$ cat config.mk
export PLATFORM = sky130hd
export DESIGN_NAME = ssctl_top
export DESIGN_NICKNAME = d
export VERILOG_FILES = /design/src/ssctl_pkg.sv /design/src/ssctl_sw_if.sv /design/src/ssctl_top.sv /design/src/ssctl_tick_counter.sv /design/src/ssctl_clk_switch.sv
export VERILOG_INCLUDE_DIRS = /design/src
export SDC_FILE = /design/constraint.sdc
export NUM_CORES = 1
export LEC_CHECK = 0
export ABC_AREA = 1
export BUFFER_PORTS_ARGS = -buffer_cell sky130_fd_sc_hd__clkbuf_2
export CAP_MARGIN = 5
export CORE_MARGIN = 2
export CORE_UTILIZATION = 62
export CTS_BUF_LIST = sky130_fd_sc_hd__clkbuf_8
export DETAILED_ROUTE_END_ITERATION = 7
export PLACE_DENSITY = 0.92
export REMOVE_ABC_BUFFERS = 1
export SLEW_MARGIN = 15
export SYNTH_ARGS = -nofsm -noshare
export SYNTH_HDL_FRONTEND = slang
export SYNTH_SLANG_ARGS = --single-unit
$ cat constraint.sdc
create_clock -name clk_sys -period 2.4 [get_ports clk_sys]
set_input_delay 0.24 -clock clk_sys [delete_from_list [all_inputs] [get_ports clk_sys]]
set_output_delay 0.24 -clock clk_sys [all_outputs]
set_load 0.02 [all_outputs]
$ cat src/ssctl_map.svh
`ifndef SSCTL_MAP_SVH
`define SSCTL_MAP_SVH
// How it works
// after reset the source comes from the clock select fuses, no software needed
// software may switch the running system clock to any other source
// code 0000 external clock, 0010 internal RC, 0011 watchdog oscillator
// 01xx low-frequency oscillator; 100x..111x crystal ranges, bit 0 free
// external clock takes one pin; oscillators take both pins; internal frees both
// a fuse bit of one is unprogrammed, zero is programmed
// wake-up and source switch count start-up on the selected source first
// reset adds a power delay counted on watchdog oscillator cycles
// reset delay offers 512 and 8192 watchdog cycles
// reset copies fuse fields into the selection register, which then rules
// factory fuses give internal RC, longest start-up, clock divided by eight
// clocks of unused modules can be gated by sleep or by software
// a halted core clock stops all core activity
// peripheral clock drives most modules; some interrupts seen without it
// async timer has its own clock and keeps counting in sleep
// converter clock runs on while core and peripheral clocks halt
// software must switch clocks carefully to avoid bad settings
// internal sources: wake 6 cycles, reset 14 plus optional 512 or 8192
// source handover never produces shortened clock pulses

// register byte addresses
`define SSCTL_ADR_SELECT 4'h0
`define SSCTL_ADR_GATE 4'h4
`define SSCTL_ADR_STATUS 4'h8
// selection register fields
`define SSCTL_SWITCH_BIT 8
`define SSCTL_DIV8_BIT 9
// source select codes
`define SSCTL_CODE_EXT 4'h0
`define SSCTL_CODE_RC 4'h2
`define SSCTL_CODE_WDT 4'h3
// start-up field codes
`define SSCTL_STARTUP_NONE 2'h0
`define SSCTL_STARTUP_SHORT 2'h1
// reset values
`define SSCTL_GATE_RESET 5'h00
// timing counts, in cycles of the source named
`define SSCTL_WAKE_CK 14'h0006
`define SSCTL_OSC_WAKE_CK 14'h0102
`define SSCTL_RESET_CK 14'h000e
`define SSCTL_RESET_SHORT_WDT 14'h0200
`define SSCTL_RESET_LONG_WDT 8192
`endif

$ cat src/ssctl_pkg.sv
package ssctl_pkg;
  // clock sources, index order matches the source level vector
  typedef enum logic [2:0] {SRC_EXT, SRC_RC, SRC_WDT, SRC_LF, SRC_XTAL} ssctl_src_t;
  // control sequence states
  typedef enum logic [2:0] {
    ST_LOAD, ST_RST_SW, ST_RST_CK, ST_RST_WDT, ST_RUN, ST_SWITCH, ST_SLEEP, ST_WAKE
  } ssctl_state_t;
endpackage

$ cat src/ssctl_sw_if.sv
`timescale 1ns/1ps
interface ssctl_sw_if;
  logic [4:0] levels;
  ssctl_pkg::ssctl_src_t req;
  logic go;
  ssctl_pkg::ssctl_src_t active;
  logic clk_level;
  logic busy;
  modport ctl (output levels, output req, output go, input active, input clk_level, input busy);
  modport sw (input levels, input req, input go, output active, output clk_level, output busy);
endinterface

$ cat src/ssctl_top.sv
`timescale 1ns/1ps
`include "ssctl_map.svh"
module ssctl_top #(
  parameter int RESET_LONG_CYCLES = `SSCTL_RESET_LONG_WDT
) (
  input wire logic clk_sys, // system clock, 25 MHz
  input wire logic arst_n, // async reset, active low
  input wire logic clk_en, // clock enable
  input wire logic wb_cyc_i, // bus cycle
  input wire logic wb_stb_i, // bus strobe
  input wire logic wb_we_i, // bus write
  input wire logic [3:0] wb_adr_i, // byte address
  input wire logic [3:0] wb_sel_i, // byte enables
  input wire logic [31:0] wb_dat_i, // write data
  output logic [31:0] wb_dat_o, // read data
  output logic wb_ack_o, // bus acknowledge
  input wire logic [3:0] clock_select_fuses, // source select fuses
  input wire logic [1:0] startup_time_fuses, // start-up fuses
  input wire logic divide_by_eight_fuse, // zero means programmed
  input wire logic external_clock_input, // external clock level
  input wire logic rc_osc_clk, // internal RC level
  input wire logic watchdog_timer_osc_clk, // watchdog oscillator level
  input wire logic lf_osc_clk, // low-frequency oscillator level
  input wire logic xtal_osc_clk, // crystal oscillator level
  input wire logic sleep_req, // enter sleep
  input wire logic wake_evt, // wake from sleep
  input wire logic ext_int_n, // external interrupt pin, active low
  output logic sys_clk_tick, // divided system clock cycle
  output logic core_clock_tick, // core domain cycle
  output logic peripheral_clock_tick, // peripheral domain cycle
  output logic program_memory_clock_tick, // program memory domain cycle
  output logic async_timer_clock_tick, // async timer domain cycle
  output logic converter_clock_tick, // converter domain cycle
  output logic cpu_run, // instructions may execute
  output logic clock_output_pin, // system clock level out
  output logic port_b_pin_four_clk_in, // pin four is clock input
  output logic osc_pins_dedicated, // both pins belong to oscillator
  output logic async_int_wake // interrupt seen without clocks
);
  ssctl_pkg::ssctl_state_t state_reg;
  ssctl_pkg::ssctl_src_t new_src;
  logic [3:0] sel_field_reg;
  logic [1:0] startup_field_reg;
  logic div_en_reg;
  logic [4:0] gate_reg;
  logic go_reg;
  logic ck_start_reg;
  logic wdt_start_reg;
  logic [13:0] ck_target_reg;
  logic [13:0] wdt_target_reg;
  logic [4:0] lvl_prev_reg;
  logic mux_prev_reg;
  logic [2:0] div_cnt_reg;
  logic ack_reg;
  logic ck_done;
  logic wdt_done;
  logic [4:0] levels;
  logic [4:0] edges;
  logic mux_edge;
  logic sys_tick_w;
  logic core_en;
  logic periph_en;
  logic wr_en;
  logic sw_req;
  ssctl_sw_if sw_if ();

  // decode of the four-bit select code
  function automatic ssctl_pkg::ssctl_src_t decode_src(input logic [3:0] code);
    ssctl_pkg::ssctl_src_t s;
    s = ssctl_pkg::SRC_RC;
    casez (code)
      `SSCTL_CODE_EXT: s = ssctl_pkg::SRC_EXT;
      `SSCTL_CODE_RC: s = ssctl_pkg::SRC_RC;
      `SSCTL_CODE_WDT: s = ssctl_pkg::SRC_WDT;
      4'b01??: s = ssctl_pkg::SRC_LF;
      4'b1???: s = ssctl_pkg::SRC_XTAL;
      default: s = ssctl_pkg::SRC_RC;
    endcase
    return s;
  endfunction

  // start-up cycles on wake or switch for a given source
  function automatic logic [13:0] wake_count(input ssctl_pkg::ssctl_src_t s);
    logic [13:0] n;
    n = `SSCTL_WAKE_CK;
    if (s == ssctl_pkg::SRC_LF || s == ssctl_pkg::SRC_XTAL)
      n = `SSCTL_OSC_WAKE_CK;
    return n;
  endfunction

  // source levels and their rising edges, pins are sampled without a synchronizer
  assign levels = {xtal_osc_clk, lf_osc_clk, watchdog_timer_osc_clk, rc_osc_clk,
    external_clock_input};
  assign edges = levels & ~lvl_prev_reg;
  assign mux_edge = sw_if.clk_level && !mux_prev_reg;
  assign sys_tick_w = mux_edge && (!div_en_reg || div_cnt_reg == 3'h7);
  assign core_en = (state_reg == ssctl_pkg::ST_RUN) && !gate_reg[0];
  assign periph_en = (state_reg == ssctl_pkg::ST_RUN) && !gate_reg[1];
  assign new_src = decode_src(wb_dat_i[3:0]);
  assign wr_en = wb_cyc_i && wb_stb_i && wb_we_i && ack_reg;
  assign sw_req = wr_en && wb_adr_i == `SSCTL_ADR_SELECT && wb_sel_i[1]
    && wb_dat_i[`SSCTL_SWITCH_BIT] && state_reg == ssctl_pkg::ST_RUN;

  // handover multiplexer and its control
  assign sw_if.levels = levels;
  assign sw_if.req = decode_src(sel_field_reg);
  assign sw_if.go = go_reg;
  ssctl_clk_switch u_switch (
    .clk_sys(clk_sys),
    .arst_n(arst_n),
    .clk_en(clk_en),
    .sw(sw_if.sw)
  );

  // start-up counter on the selected source
  ssctl_tick_counter #(.W(14)) u_ck_cnt (
    .clk_sys(clk_sys),
    .arst_n(arst_n),
    .clk_en(clk_en),
    .start(ck_start_reg),
    .tick(edges[sw_if.active]),
    .target(ck_target_reg),
    .done(ck_done)
  );

  // power delay counter on the watchdog oscillator
  ssctl_tick_counter #(.W(14)) u_wdt_cnt (
    .clk_sys(clk_sys),
    .arst_n(arst_n),
    .clk_en(clk_en),
    .start(wdt_start_reg),
    .tick(edges[ssctl_pkg::SRC_WDT]),
    .target(wdt_target_reg),
    .done(wdt_done)
  );

  // control sequence: reset load, reset delays, run, switch, sleep, wake
  always_ff @(posedge clk_sys or negedge arst_n)
    if (!arst_n)
    begin
      state_reg <= ssctl_pkg::ST_LOAD;
      go_reg <= 1'b0;
      ck_start_reg <= 1'b0;
      wdt_start_reg <= 1'b0;
      ck_target_reg <= `SSCTL_RESET_CK;
      wdt_target_reg <= `SSCTL_RESET_SHORT_WDT;
    end
    else if (clk_en)
    begin
      go_reg <= 1'b0;
      ck_start_reg <= 1'b0;
      wdt_start_reg <= 1'b0;
      case (state_reg)
        ssctl_pkg::ST_LOAD:
        begin
          go_reg <= 1'b1;
          state_reg <= ssctl_pkg::ST_RST_SW;
        end
        ssctl_pkg::ST_RST_SW:
          if (!sw_if.busy && !go_reg)
          begin
            ck_target_reg <= `SSCTL_RESET_CK;
            ck_start_reg <= 1'b1;
            state_reg <= ssctl_pkg::ST_RST_CK;
          end
        ssctl_pkg::ST_RST_CK:
          if (ck_done && !ck_start_reg)
          begin
            if (startup_field_reg == `SSCTL_STARTUP_NONE)
              state_reg <= ssctl_pkg::ST_RUN;
            else
            begin
              wdt_target_reg <= (startup_field_reg == `SSCTL_STARTUP_SHORT) ?
                `SSCTL_RESET_SHORT_WDT : 14'(RESET_LONG_CYCLES);
              wdt_start_reg <= 1'b1;
              state_reg <= ssctl_pkg::ST_RST_WDT;
            end
          end
        ssctl_pkg::ST_RST_WDT:
          if (wdt_done && !wdt_start_reg)
            state_reg <= ssctl_pkg::ST_RUN;
        ssctl_pkg::ST_RUN:
          if (sw_req && new_src != sw_if.active)
          begin
            go_reg <= 1'b1;
            state_reg <= ssctl_pkg::ST_SWITCH;
          end
          else if (sleep_req)
            state_reg <= ssctl_pkg::ST_SLEEP;
        ssctl_pkg::ST_SWITCH:
          if (!sw_if.busy && !go_reg)
          begin
            ck_target_reg <= wake_count(sw_if.active);
            ck_start_reg <= 1'b1;
            state_reg <= ssctl_pkg::ST_WAKE;
          end
        ssctl_pkg::ST_SLEEP:
          if (wake_evt)
          begin
            ck_target_reg <= wake_count(sw_if.active);
            ck_start_reg <= 1'b1;
            state_reg <= ssctl_pkg::ST_WAKE;
          end
        ssctl_pkg::ST_WAKE:
          if (ck_done && !ck_start_reg)
            state_reg <= ssctl_pkg::ST_RUN;
        default:
          state_reg <= ssctl_pkg::ST_LOAD;
      endcase
    end

  // selection register: fuse copy at reset, software writes while running
  always_ff @(posedge clk_sys or negedge arst_n)
    if (!arst_n)
    begin
      sel_field_reg <= `SSCTL_CODE_RC;
      startup_field_reg <= `SSCTL_STARTUP_NONE;
      div_en_reg <= 1'b0;
    end
    else if (clk_en)
    begin
      if (state_reg == ssctl_pkg::ST_LOAD)
      begin
        sel_field_reg <= clock_select_fuses;
        startup_field_reg <= startup_time_fuses;
        div_en_reg <= !divide_by_eight_fuse; // see R6
      end
      else if (wr_en && wb_adr_i == `SSCTL_ADR_SELECT && state_reg == ssctl_pkg::ST_RUN)
      begin
        if (wb_sel_i[0])
        begin
          sel_field_reg <= wb_dat_i[3:0];
          startup_field_reg <= wb_dat_i[5:4];
        end
        if (wb_sel_i[1])
          div_en_reg <= wb_dat_i[`SSCTL_DIV8_BIT];
      end
    end

  // domain gating register
  always_ff @(posedge clk_sys or negedge arst_n)
    if (!arst_n)
      gate_reg <= `SSCTL_GATE_RESET;
    else if (clk_en && wr_en && wb_adr_i == `SSCTL_ADR_GATE && wb_sel_i[0])
      gate_reg <= wb_dat_i[4:0];

  // edge history and system clock prescaler
  always_ff @(posedge clk_sys or negedge arst_n)
    if (!arst_n)
    begin
      lvl_prev_reg <= 5'h00;
      mux_prev_reg <= 1'b0;
      div_cnt_reg <= 3'h0;
    end
    else if (clk_en)
    begin
      lvl_prev_reg <= levels;
      mux_prev_reg <= sw_if.clk_level;
      if (mux_edge)
        div_cnt_reg <= div_cnt_reg + 3'h1;
    end

  // domain clock outputs
  always_ff @(posedge clk_sys or negedge arst_n)
    if (!arst_n)
    begin
      sys_clk_tick <= 1'b0;
      core_clock_tick <= 1'b0;
      peripheral_clock_tick <= 1'b0;
      program_memory_clock_tick <= 1'b0;
      async_timer_clock_tick <= 1'b0;
      converter_clock_tick <= 1'b0;
      cpu_run <= 1'b0;
      clock_output_pin <= 1'b0;
    end
    else if (clk_en)
    begin
      sys_clk_tick <= sys_tick_w;
      core_clock_tick <= sys_tick_w && core_en;
      peripheral_clock_tick <= sys_tick_w && periph_en;
      program_memory_clock_tick <= sys_tick_w && core_en && !gate_reg[2];
      async_timer_clock_tick <= edges[ssctl_pkg::SRC_LF] && !gate_reg[3];
      converter_clock_tick <= sys_tick_w && !gate_reg[4]
        && (state_reg == ssctl_pkg::ST_RUN || state_reg == ssctl_pkg::ST_SLEEP);
      cpu_run <= core_en;
      clock_output_pin <= sw_if.clk_level;
    end

  // pin roles follow the active source
  always_ff @(posedge clk_sys or negedge arst_n)
    if (!arst_n)
    begin
      port_b_pin_four_clk_in <= 1'b0;
      osc_pins_dedicated <= 1'b0;
    end
    else if (clk_en)
    begin
      port_b_pin_four_clk_in <= sw_if.active == ssctl_pkg::SRC_EXT;
      osc_pins_dedicated <= sw_if.active == ssctl_pkg::SRC_LF
        || sw_if.active == ssctl_pkg::SRC_XTAL;
    end

  // level interrupt passes straight through, no clock needed
  assign async_int_wake = !ext_int_n;

  // bus slave: ack one cycle after strobe, dropped the cycle after
  always_ff @(posedge clk_sys or negedge arst_n)
    if (!arst_n)
    begin
      ack_reg <= 1'b0;
      wb_dat_o <= 32'h0000_0000;
    end
    else if (clk_en)
    begin
      ack_reg <= wb_cyc_i && wb_stb_i && !ack_reg;
      if (wb_cyc_i && wb_stb_i && !ack_reg)
        case (wb_adr_i)
          `SSCTL_ADR_SELECT:
            wb_dat_o <= {22'h0, div_en_reg, 3'h0, startup_field_reg, sel_field_reg};
          `SSCTL_ADR_GATE:
            wb_dat_o <= {27'h0, gate_reg};
          `SSCTL_ADR_STATUS:
            wb_dat_o <= {21'h0, state_reg, 2'h0, sw_if.busy, cpu_run, 1'b0, sw_if.active};
          default:
            wb_dat_o <= 32'h0000_0000;
        endcase
    end
  assign wb_ack_o = ack_reg;
endmodule

$ cat src/ssctl_tick_counter.sv
`timescale 1ns/1ps
module ssctl_tick_counter #(
  parameter int W = 14
) (
  input wire logic clk_sys, // system clock
  input wire logic arst_n, // async reset
  input wire logic clk_en, // freezes state when low
  input wire logic start, // clears and starts a count
  input wire logic tick, // one source cycle
  input wire logic [W-1:0] target, // cycles to count
  output logic done // count finished
);
  logic [W-1:0] cnt_reg;
  logic run_reg;

  // count ticks up to the target, then stop
  always_ff @(posedge clk_sys or negedge arst_n)
    if (!arst_n)
    begin
      cnt_reg <= '0;
      run_reg <= 1'b0;
    end
    else if (clk_en)
    begin
      if (start)
      begin
        cnt_reg <= '0;
        run_reg <= (target != '0);
      end
      else if (run_reg && tick)
      begin
        cnt_reg <= cnt_reg + 1'b1;
        if (cnt_reg + 1'b1 == target)
          run_reg <= 1'b0;
      end
    end

  assign done = !run_reg && !start;
endmodule

$ cat src/ssctl_clk_switch.sv
`timescale 1ns/1ps
module ssctl_clk_switch (
  input wire logic clk_sys, // system clock
  input wire logic arst_n, // async reset
  input wire logic clk_en, // freezes state when low
  ssctl_sw_if.sw sw // handover control
);
  typedef enum logic [1:0] {HS_IDLE, HS_DRAIN, HS_FILL} ssctl_hs_t;
  ssctl_hs_t hs_reg;
  logic on_reg;

  // release the old source only while low, engage the new one only while low
  always_ff @(posedge clk_sys or negedge arst_n)
    if (!arst_n)
    begin
      hs_reg <= HS_IDLE;
      on_reg <= 1'b0;
      sw.active <= ssctl_pkg::SRC_RC;
    end
    else if (clk_en)
    begin
      case (hs_reg)
        HS_IDLE:
          if (sw.go && (sw.req != sw.active || !on_reg))
            hs_reg <= HS_DRAIN;
        HS_DRAIN:
          if (!sw.levels[sw.active] || !on_reg)
          begin
            on_reg <= 1'b0;
            sw.active <= sw.req;
            hs_reg <= HS_FILL;
          end
        HS_FILL:
          if (!sw.levels[sw.active])
          begin
            on_reg <= 1'b1;
            hs_reg <= HS_IDLE;
          end
        default:
          hs_reg <= HS_IDLE;
      endcase
    end

  assign sw.clk_level = on_reg && sw.levels[sw.active];
  assign sw.busy = (hs_reg != HS_IDLE);
endmodule

==> results.ini, run 1 <==
[status]
status=finished clean

[finish]
fin_cells=829
nFillCells=652
nNetsFinal=789
final_common_cell=nand2_1
syn2layout_area_growth_pct=9.961
diodes=0
final_cell_mix=nand2_1, inv_1, dfrtp_1
drive_gt1_frac=0.1602

[yosys]
netlist_area_um2=5100
synth.distinct_cells=45
ys_async_sr_fraction=1.000
netlist_instances=661
ys.flop_type=dfrtp_1
avgSynthCellArea_um2=7.715
synth_edf_count=0
ys_seq_area_frac=0.4281
synth_warnings=0
ys_seq_elements=87

[drt]
wl_mm=11.30
avgRoutedWirePerCell_um=13.63
via_count=4647
viasPerCell=5.606
route.detailed.drc=0
drt-pass1-iter-count=5
ant_nets=0
drt_iter0_drc=318

[global_route]
grt_pass1_wl_mm=19.54
antenna_found_initial=0
grt_pass1_vias=4359
overflow=0
grt_start_max_net_pins=49
grt_usage=0.2762

[clock_tree]
cts-root-buf=clkbuf_8
cts.sinks=87
post_cts_resized=0
clock_path_buffers=2
htree_num_levels=3
cts_tree=built
clkLatencyLatePin_ps=350
cts_buffers=9
path_clk_slew_ps=90
post-cts-setup-buffer-count=0

[critical_path]
critPathRequiredTime_ps=2670
cp.arrival_ps=2210
cp_top_family=compound AO/OA/AOI/OAI gates
critical_path_class=reg -> reg
crit_path_top_delay_cell=dfrtp_1
critPathMaxFanout=13
crit_path_cell_trace=inv_1 -> nand2_1 -> buf_4 -> a21oi_2 -> o211ai_1 -> o21ai_0
cp-end-kind=flop
cpPeakStageDelay_ps=460
startpoint_type=flop
path_buf_inv=2

[timing]
period_share=0.8063
setup_violations=0
fmax_ghz=0.5168
drv_slew=0
period_minus_slack_ps=1935
worst_pin_slew_ps=615.8
fin_skew_ps=10.17
maxSlewHeadroom=0.5890
rsz0062_at_grt=no
setup_tns_ps=0
final-hold-violation-count=0

[floorplan]
start_util=0.6302
die_y_um=94.70
num_rows=33
fp.dieArea_um2=8967
core_um2=8093
io_pins=105
die_w_um=94.70

[power_and_ir_drop]
powerDensity_nw_per_um2=955.9
ir_drop_mv=0.4766
power_leakage_nw=2.831

[hold_path]
hold_class=in -> reg

[placement]
globalplace.congestion=0.9016
hpwl_mm=8.317
placement.io_buffers=55
dp.cells=812

[job]
cap_violations=0

power breakdown:
group | total [mW] | internal (mW) | leakage (nW) | switching [mW]
Sequential | 2.27 | 1.86 | 1.11 | 0.410
Combinational | 1.95 | 0.698 | 1.61 | 1.26
Clock | 1.13 | 0.588 | 0.110 | 0.543
Total | 5.36 | 3.15 | 2.83 | 2.21
through the flow:
stage | hold WS [ps] | cell area [µm²] | worst slack [ps] | total power [mW] | util
after floorplan | -55.59 | 4927 | 779.9 | 3.677 | -
after global placement | 245.2 | 5379 | 598.7 | 4.092 | 0.6647
after detailed placement | 252.2 | 5379 | 540.0 | 4.206 | 0.6647
after CTS | 116.0 | 5608 | 501.3 | 5.344 | 0.6930
after global routing | 138.2 | 5608 | 300.3 | 5.755 | 0.6930
final | 125.6 | 5608 | 464.9 | 5.361 | 0.6930
timing repair:
action / in CTS / in global routing
endpoints found under the setup margin: 0 / 0
hold buffers: 1 / 0
hold endpoints to repair: 38 / 0
cells in the mapped netlist (3+ instances only):
library cell / count / area (µm²)
a21o_1: 3 / 22.52
inv_1: 83 / 311.6
buf_4: 25 / 187.7
nand4_1: 4 / 25.02
o21ai_0: 50 / 250.2
a21oi_1: 13 / 65.06
clkbuf_1: 4 / 15.01
dfrtp_1: 82 / 2052
xor2_1: 11 / 96.34
nor2_4: 6 / 67.56
o211ai_1: 7 / 52.55
o22ai_2: 6 / 75.07
nor2_1: 43 / 161.4
dfstp_2: 5 / 131.4
nand3_1: 52 / 260.3
xnor2_1: 3 / 26.28
ha_1: 9 / 112.6
o21ai_1: 7 / 35.03
nor3_1: 12 / 60.06
o31ai_1: 3 / 22.52
nand2_1: 182 / 683.2
buf_2: 3 / 15.01
nor2_2: 4 / 25.02
o21ai_2: 3 / 26.28
o22ai_1: 8 / 50.05
nand2_2: 6 / 37.54
nand3_2: 3 / 30.03
o21bai_1: 3 / 22.52
per-layer routing:
metal / global-route usage / vias up / wire (µm)
met2: 0.4699 / 225 / 5612
met4: 0.1051 / 0 / 359
met5: 0 / - / 0
met3: 0.04789 / 39 / 794
li1: - / 2215 / -
met1: 0.3536 / 2168 / 4532
area by class of cell:
| type | count | area [µm²] | share of cell area |
|---|---|---|---|
| timing repair buffer | 60 | 330.3 | 0.05890 |
| inverter | 84 | 315.3 | 0.05622 |
| multi-input combinational | 477 | 2429 | 0.4331 |
| tap | 105 | 131.4 | 0.02343 |
| clock buffer | 9 | 123.9 | 0.02209 |
| clock inverter | 7 | 95.09 | 0.01696 |
| sequential | 87 | 2183 | 0.3893 |
worst paths after layout:
path,from,end,slack (ps),cells after the start
max,state_reg[2]$_DFFE_PN0P_,sel_field_reg[3]$_DFFE_PN0P_,460,6
min,wb_dat_i[4],gate_reg[4]$_DFFE_PN0P_,130,3
max reg2reg,state_reg[2]$_DFFE_PN0P_,sel_field_reg[3]$_DFFE_PN0P_,460,6
min reg2reg,lvl_prev_reg[3]$_DFFE_PN0P_,async_timer_clock_tick$_DFFE_PN0P_,460,1
max in group asynchronous,arst_n,sel_field_reg[1]$_DFFE_PN1P_,1310,3
min in group asynchronous,arst_n,u_wdt_cnt.cnt_reg[8]$_DFFE_PN0P_,400,2
worst register-to-register path, delay by kind of cell, from the launching register on:
| kind | cells | cell delay (ps) |
|---|---|---|
| simple gates | 1 | 190 |
| compound gates | 3 | 750 |
| buf+inv | 2 | 450 |
| flops | 1 | 460 |
kinds of logic after synthesis:
family,share of synthesized area
simple gates,0.2770
buf+inv,0.1119
compound gates,0.1362
flops,0.4281
xor+xnor,0.02404
fa+ha+maj,0.02208
other cells,0.0007353
(Power assumes the default switching activity.)
==> run 2: changes to the inputs <==
Settings changed: ABC_AREA 1 to 0, CORE_UTILIZATION 62 to 57, PLACE_DENSITY 0.92 to 0.85.
Clock period 2.4 ns to 1.95 ns, I/O delays scaled along.
==> results.ini, run 2 <==
[status]
status=complete, but fails checks  ; was finished clean
violations=negative setup slack

[yosys]
synth_top_area_cell=dfrtp_1  ; unchanged
netlist_instances=568  ; was 661
synthTopCellsByCount=dfrtp_1, o21ai_0, nand2_1, nor2_1, a21oi_1  ; was nand2_1, inv_1, dfrtp_1, nand3_1, o21ai_0
ys_seq_area_frac=0.4151  ; was 0.4281
avgSynthCellArea_um2=9.261  ; was 7.715 µm²
synth_warnings=0  ; unchanged
synth.area.top_cells=dfrtp_1, o21ai_0, mux2_2  ; was dfrtp_1, nand2_1, inv_1
netlist_area_um2=5260  ; was 5100 µm²
ys_seq_elements=87  ; unchanged
synth.distinct_cells=71  ; was 45
synth_edf_count=0  ; unchanged
ys.flop_type=dfrtp_1  ; unchanged
synthMostInstantiatedCell=dfrtp_1  ; was nand2_1
synth.top_cell.area_share=0.3901  ; was 0.4024
ys_async_sr_fraction=1.000  ; unchanged

[drt]
drt_iter0_drc=369  ; was 318
route.detailed.drc=0  ; unchanged
wl_mm=14.85  ; was 11.30 mm
avgRoutedWirePerCell_um=18.70  ; was 13.63 µm
ant_nets=0  ; unchanged
viasPerCell=6.248  ; was 5.606
drt-pass1-iter-count=5  ; unchanged
via_count=4961  ; was 4,647

[placement]
placement.io_buffers=55  ; unchanged
hpwl_mm=9.711  ; was 8.317 mm
place_area_um2=5916  ; was 5379 µm²
globalplace.congestion=0.9188  ; was 0.9016

[clock_tree]
htree_num_levels=3  ; unchanged
clkLatencyLatePin_ps=370  ; was 350 ps
cts_buffers=9  ; unchanged
clock_path_buffers=2  ; unchanged
cts-root-buf=clkbuf_8  ; unchanged
cts_tree=built  ; unchanged
cts.sinks=87  ; unchanged
path_clk_slew_ps=90  ; about the same

[timing]
fmax_ghz=0.4789  ; was 0.5168 GHz
setup_violations=29  ; was 0
maxSlewHeadroom=0.6222  ; was 0.5890
fin_skew_ps=11.47  ; was 10.17 ps
setup_tns_ps=-1660  ; was 0 ps
hold_slack_ps=107.2  ; was 125.6 ps
drv_slew=0  ; unchanged
rsz0062_at_grt=yes  ; was no
worst_pin_slew_ps=563.0  ; was 615.8 ps
period_share=1.071  ; was 0.8063
setup_ws_ps=-138.2  ; was 464.9 ps
final-hold-violation-count=0  ; unchanged
period_minus_slack_ps=2088  ; was 1935 ps

[critical_path]
crit_path_top_delay_cell=dfstp_2  ; was dfrtp_1
startpoint=u_switch.sw.active[0]$_DFFE_PN1P_  ; was state_reg[2]$_DFFE_PN0P_
crit_path_cell_trace=buf_4 -> buf_6 -> or3_4 -> a32oi_4 -> nor2_1 -> o311ai_2 -> mux2_4  ; was inv_1 -> nand2_1 -> buf_4 -> a21oi_2 -> o211ai_1 -> o21ai_0
worstReg2RegEnd=state_reg[0]$_DFFE_PN0P_  ; was sel_field_reg[3]$_DFFE_PN0P_
cpPeakStageDelay_ps=400  ; was 460 ps
r2r_cells=7  ; was 6
cp-end-kind=flop  ; unchanged
cp.arrival_ps=2340  ; was 2210 ps
r2r_start=u_switch.sw.active[0]$_DFFE_PN1P_  ; was state_reg[2]$_DFFE_PN0P_
crit_path_end=state_reg[0]$_DFFE_PN0P_  ; was sel_field_reg[3]$_DFFE_PN0P_
critPathMaxFanout=5  ; was 13
startpoint_type=flop  ; unchanged
critical_path_class=reg -> reg  ; unchanged
rrSetupSlack_ps=-140  ; was 460 ps
critPathRequiredTime_ps=2200  ; was 2670 ps

[power_and_ir_drop]
powerDensity_nw_per_um2=1039  ; was 955.9 nW/µm²
ir_drop_mv=0.8247  ; was 0.4766 mV
power_leakage_nw=2.970  ; was 2.831 nW

[finish]
nNetsFinal=748  ; was 789
final_cell_mix=dfrtp_1, buf_4, clkbuf_2  ; was nand2_1, inv_1, dfrtp_1
final_common_cell=dfrtp_1  ; was nand2_1
diodes=0  ; unchanged
drive_gt1_frac=0.3382  ; was 0.1602
stdcell_area_um2=6590  ; was 5608 µm²
syn2layout_area_growth_pct=25.29  ; was 9.961%
nFillCells=594  ; was 652

[global_route]
top_usage_layer=met2  ; unchanged
grt_use_met3=0.04875  ; was 0.04789
overflow=0  ; unchanged
grt_usage=0.2856  ; was 0.2762
use_met2=0.4802  ; was 0.4699
grt_pass1_vias=4791  ; was 4,359
grt_pass1_wl_mm=22.85  ; was 19.54 mm
grt_start_max_net_pins=46  ; was 49
antenna_found_initial=0  ; unchanged
grt.met1_usage=0.3713  ; was 0.3536

[floorplan]
start_util=0.5775  ; was 0.6302
io_pins=105  ; unchanged
num_rows=35  ; was 33
die_y_um=100.1  ; was 94.70 µm
die_w_um=100.1  ; was 94.70 µm
fp.dieArea_um2=10010  ; was 8967 µm²
core_um2=9109  ; was 8093 µm²

[job]
cap_violations=0  ; unchanged

[hold_path]
hold_class=in -> reg  ; unchanged

run 2: area by class of cell:
type                    count  area, µm²  share of cell area
multi-input cells         433       3092              0.4691
flip-flops and latches     87       2186              0.3317
repair buffers            126      872.1              0.1323
well taps                 111      138.9             0.02107
clock buffers              10      137.6             0.02088
clock inverters             6      85.08             0.01291
inverters                  21      78.83             0.01196
run 2: worst min-delay path by stage:
stage / start / slack, ps / to / depth (start not counted)
5_1_grt: external_clock_input / 90 / lvl_prev_reg[0]$_DFFE_PN0P_ / 2
3_5_place_dp: arst_n / 100 / wb_ack_o$_DFFE_PN0P_ / 1
2_1_floorplan: arst_n / -100 / async_timer_clock_tick$_DFFE_PN0P_ / 0
3_3_place_gp: arst_n / 100 / wb_dat_o[9]$_DFFE_PN0P_ / 1
6_report: external_clock_input / 110 / lvl_prev_reg[0]$_DFFE_PN0P_ / 2
4_1_cts: wb_dat_i[4] / 90 / gate_reg[4]$_DFFE_PN0P_ / 2
run 2: per-stage QoR:
stage	util	worst slack [ps]	std cells	power, mW
2_1_floorplan	-	-251.4	541	3.849
3_3_place_gp	0.6495	-104.1	764	4.655
3_5_place_dp	0.6495	-135.1	764	4.810
4_1_cts	0.6955	-108.8	788	6.422
5_1_grt	0.7235	-183.4	794	7.206
6_report	0.7235	-138.2	794	6.845
run 2: kinds of logic after synthesis:
| kind of cell | share of synthesized area |
|---|---|
| other | 0.0007129 |
| multiplexers | 0.08206 |
| AO/OA/AOI/OAI | 0.1777 |
| flip-flops | 0.4151 |
| buffers and inverters | 0.07136 |
| XOR/XNOR | 0.02331 |
| AND/OR/NAND/NOR | 0.2084 |
| adder cells (fa/ha/maj) | 0.02141 |
run 2: report_power, final:
part           internal [mW]  switching (mW)  leakage [nW]
clock network          0.753           0.680         0.114
registers               2.16           0.418          1.12
logic                   1.32            1.52          1.74
total                   4.23            2.62          2.97
run 2: critical path, delay by kind of cell, from the launching register on:
family | cells | cell delay (ps)
compound gates | 2 | 540
mux | 1 | 330
flops | 1 | 400
simple gates | 2 | 460
buf+inv | 2 | 250
run 2: what timing repair did:
action                                  CTS  global route
endpoints found under the hold margin    20             0
resized for setup                        26            54
pin swaps                                16            19
cloned                                    0             0
hold buffers                              1             0
endpoints found under the setup margin   27            38
setup buffers                             7             8
run 2: per-layer routing:
metal	vias to the layer above	routed length, µm
li1	2230	-
met1	2400	5940
met2	277	7305
met3	54	1070
met4	0	530
met5	-	0
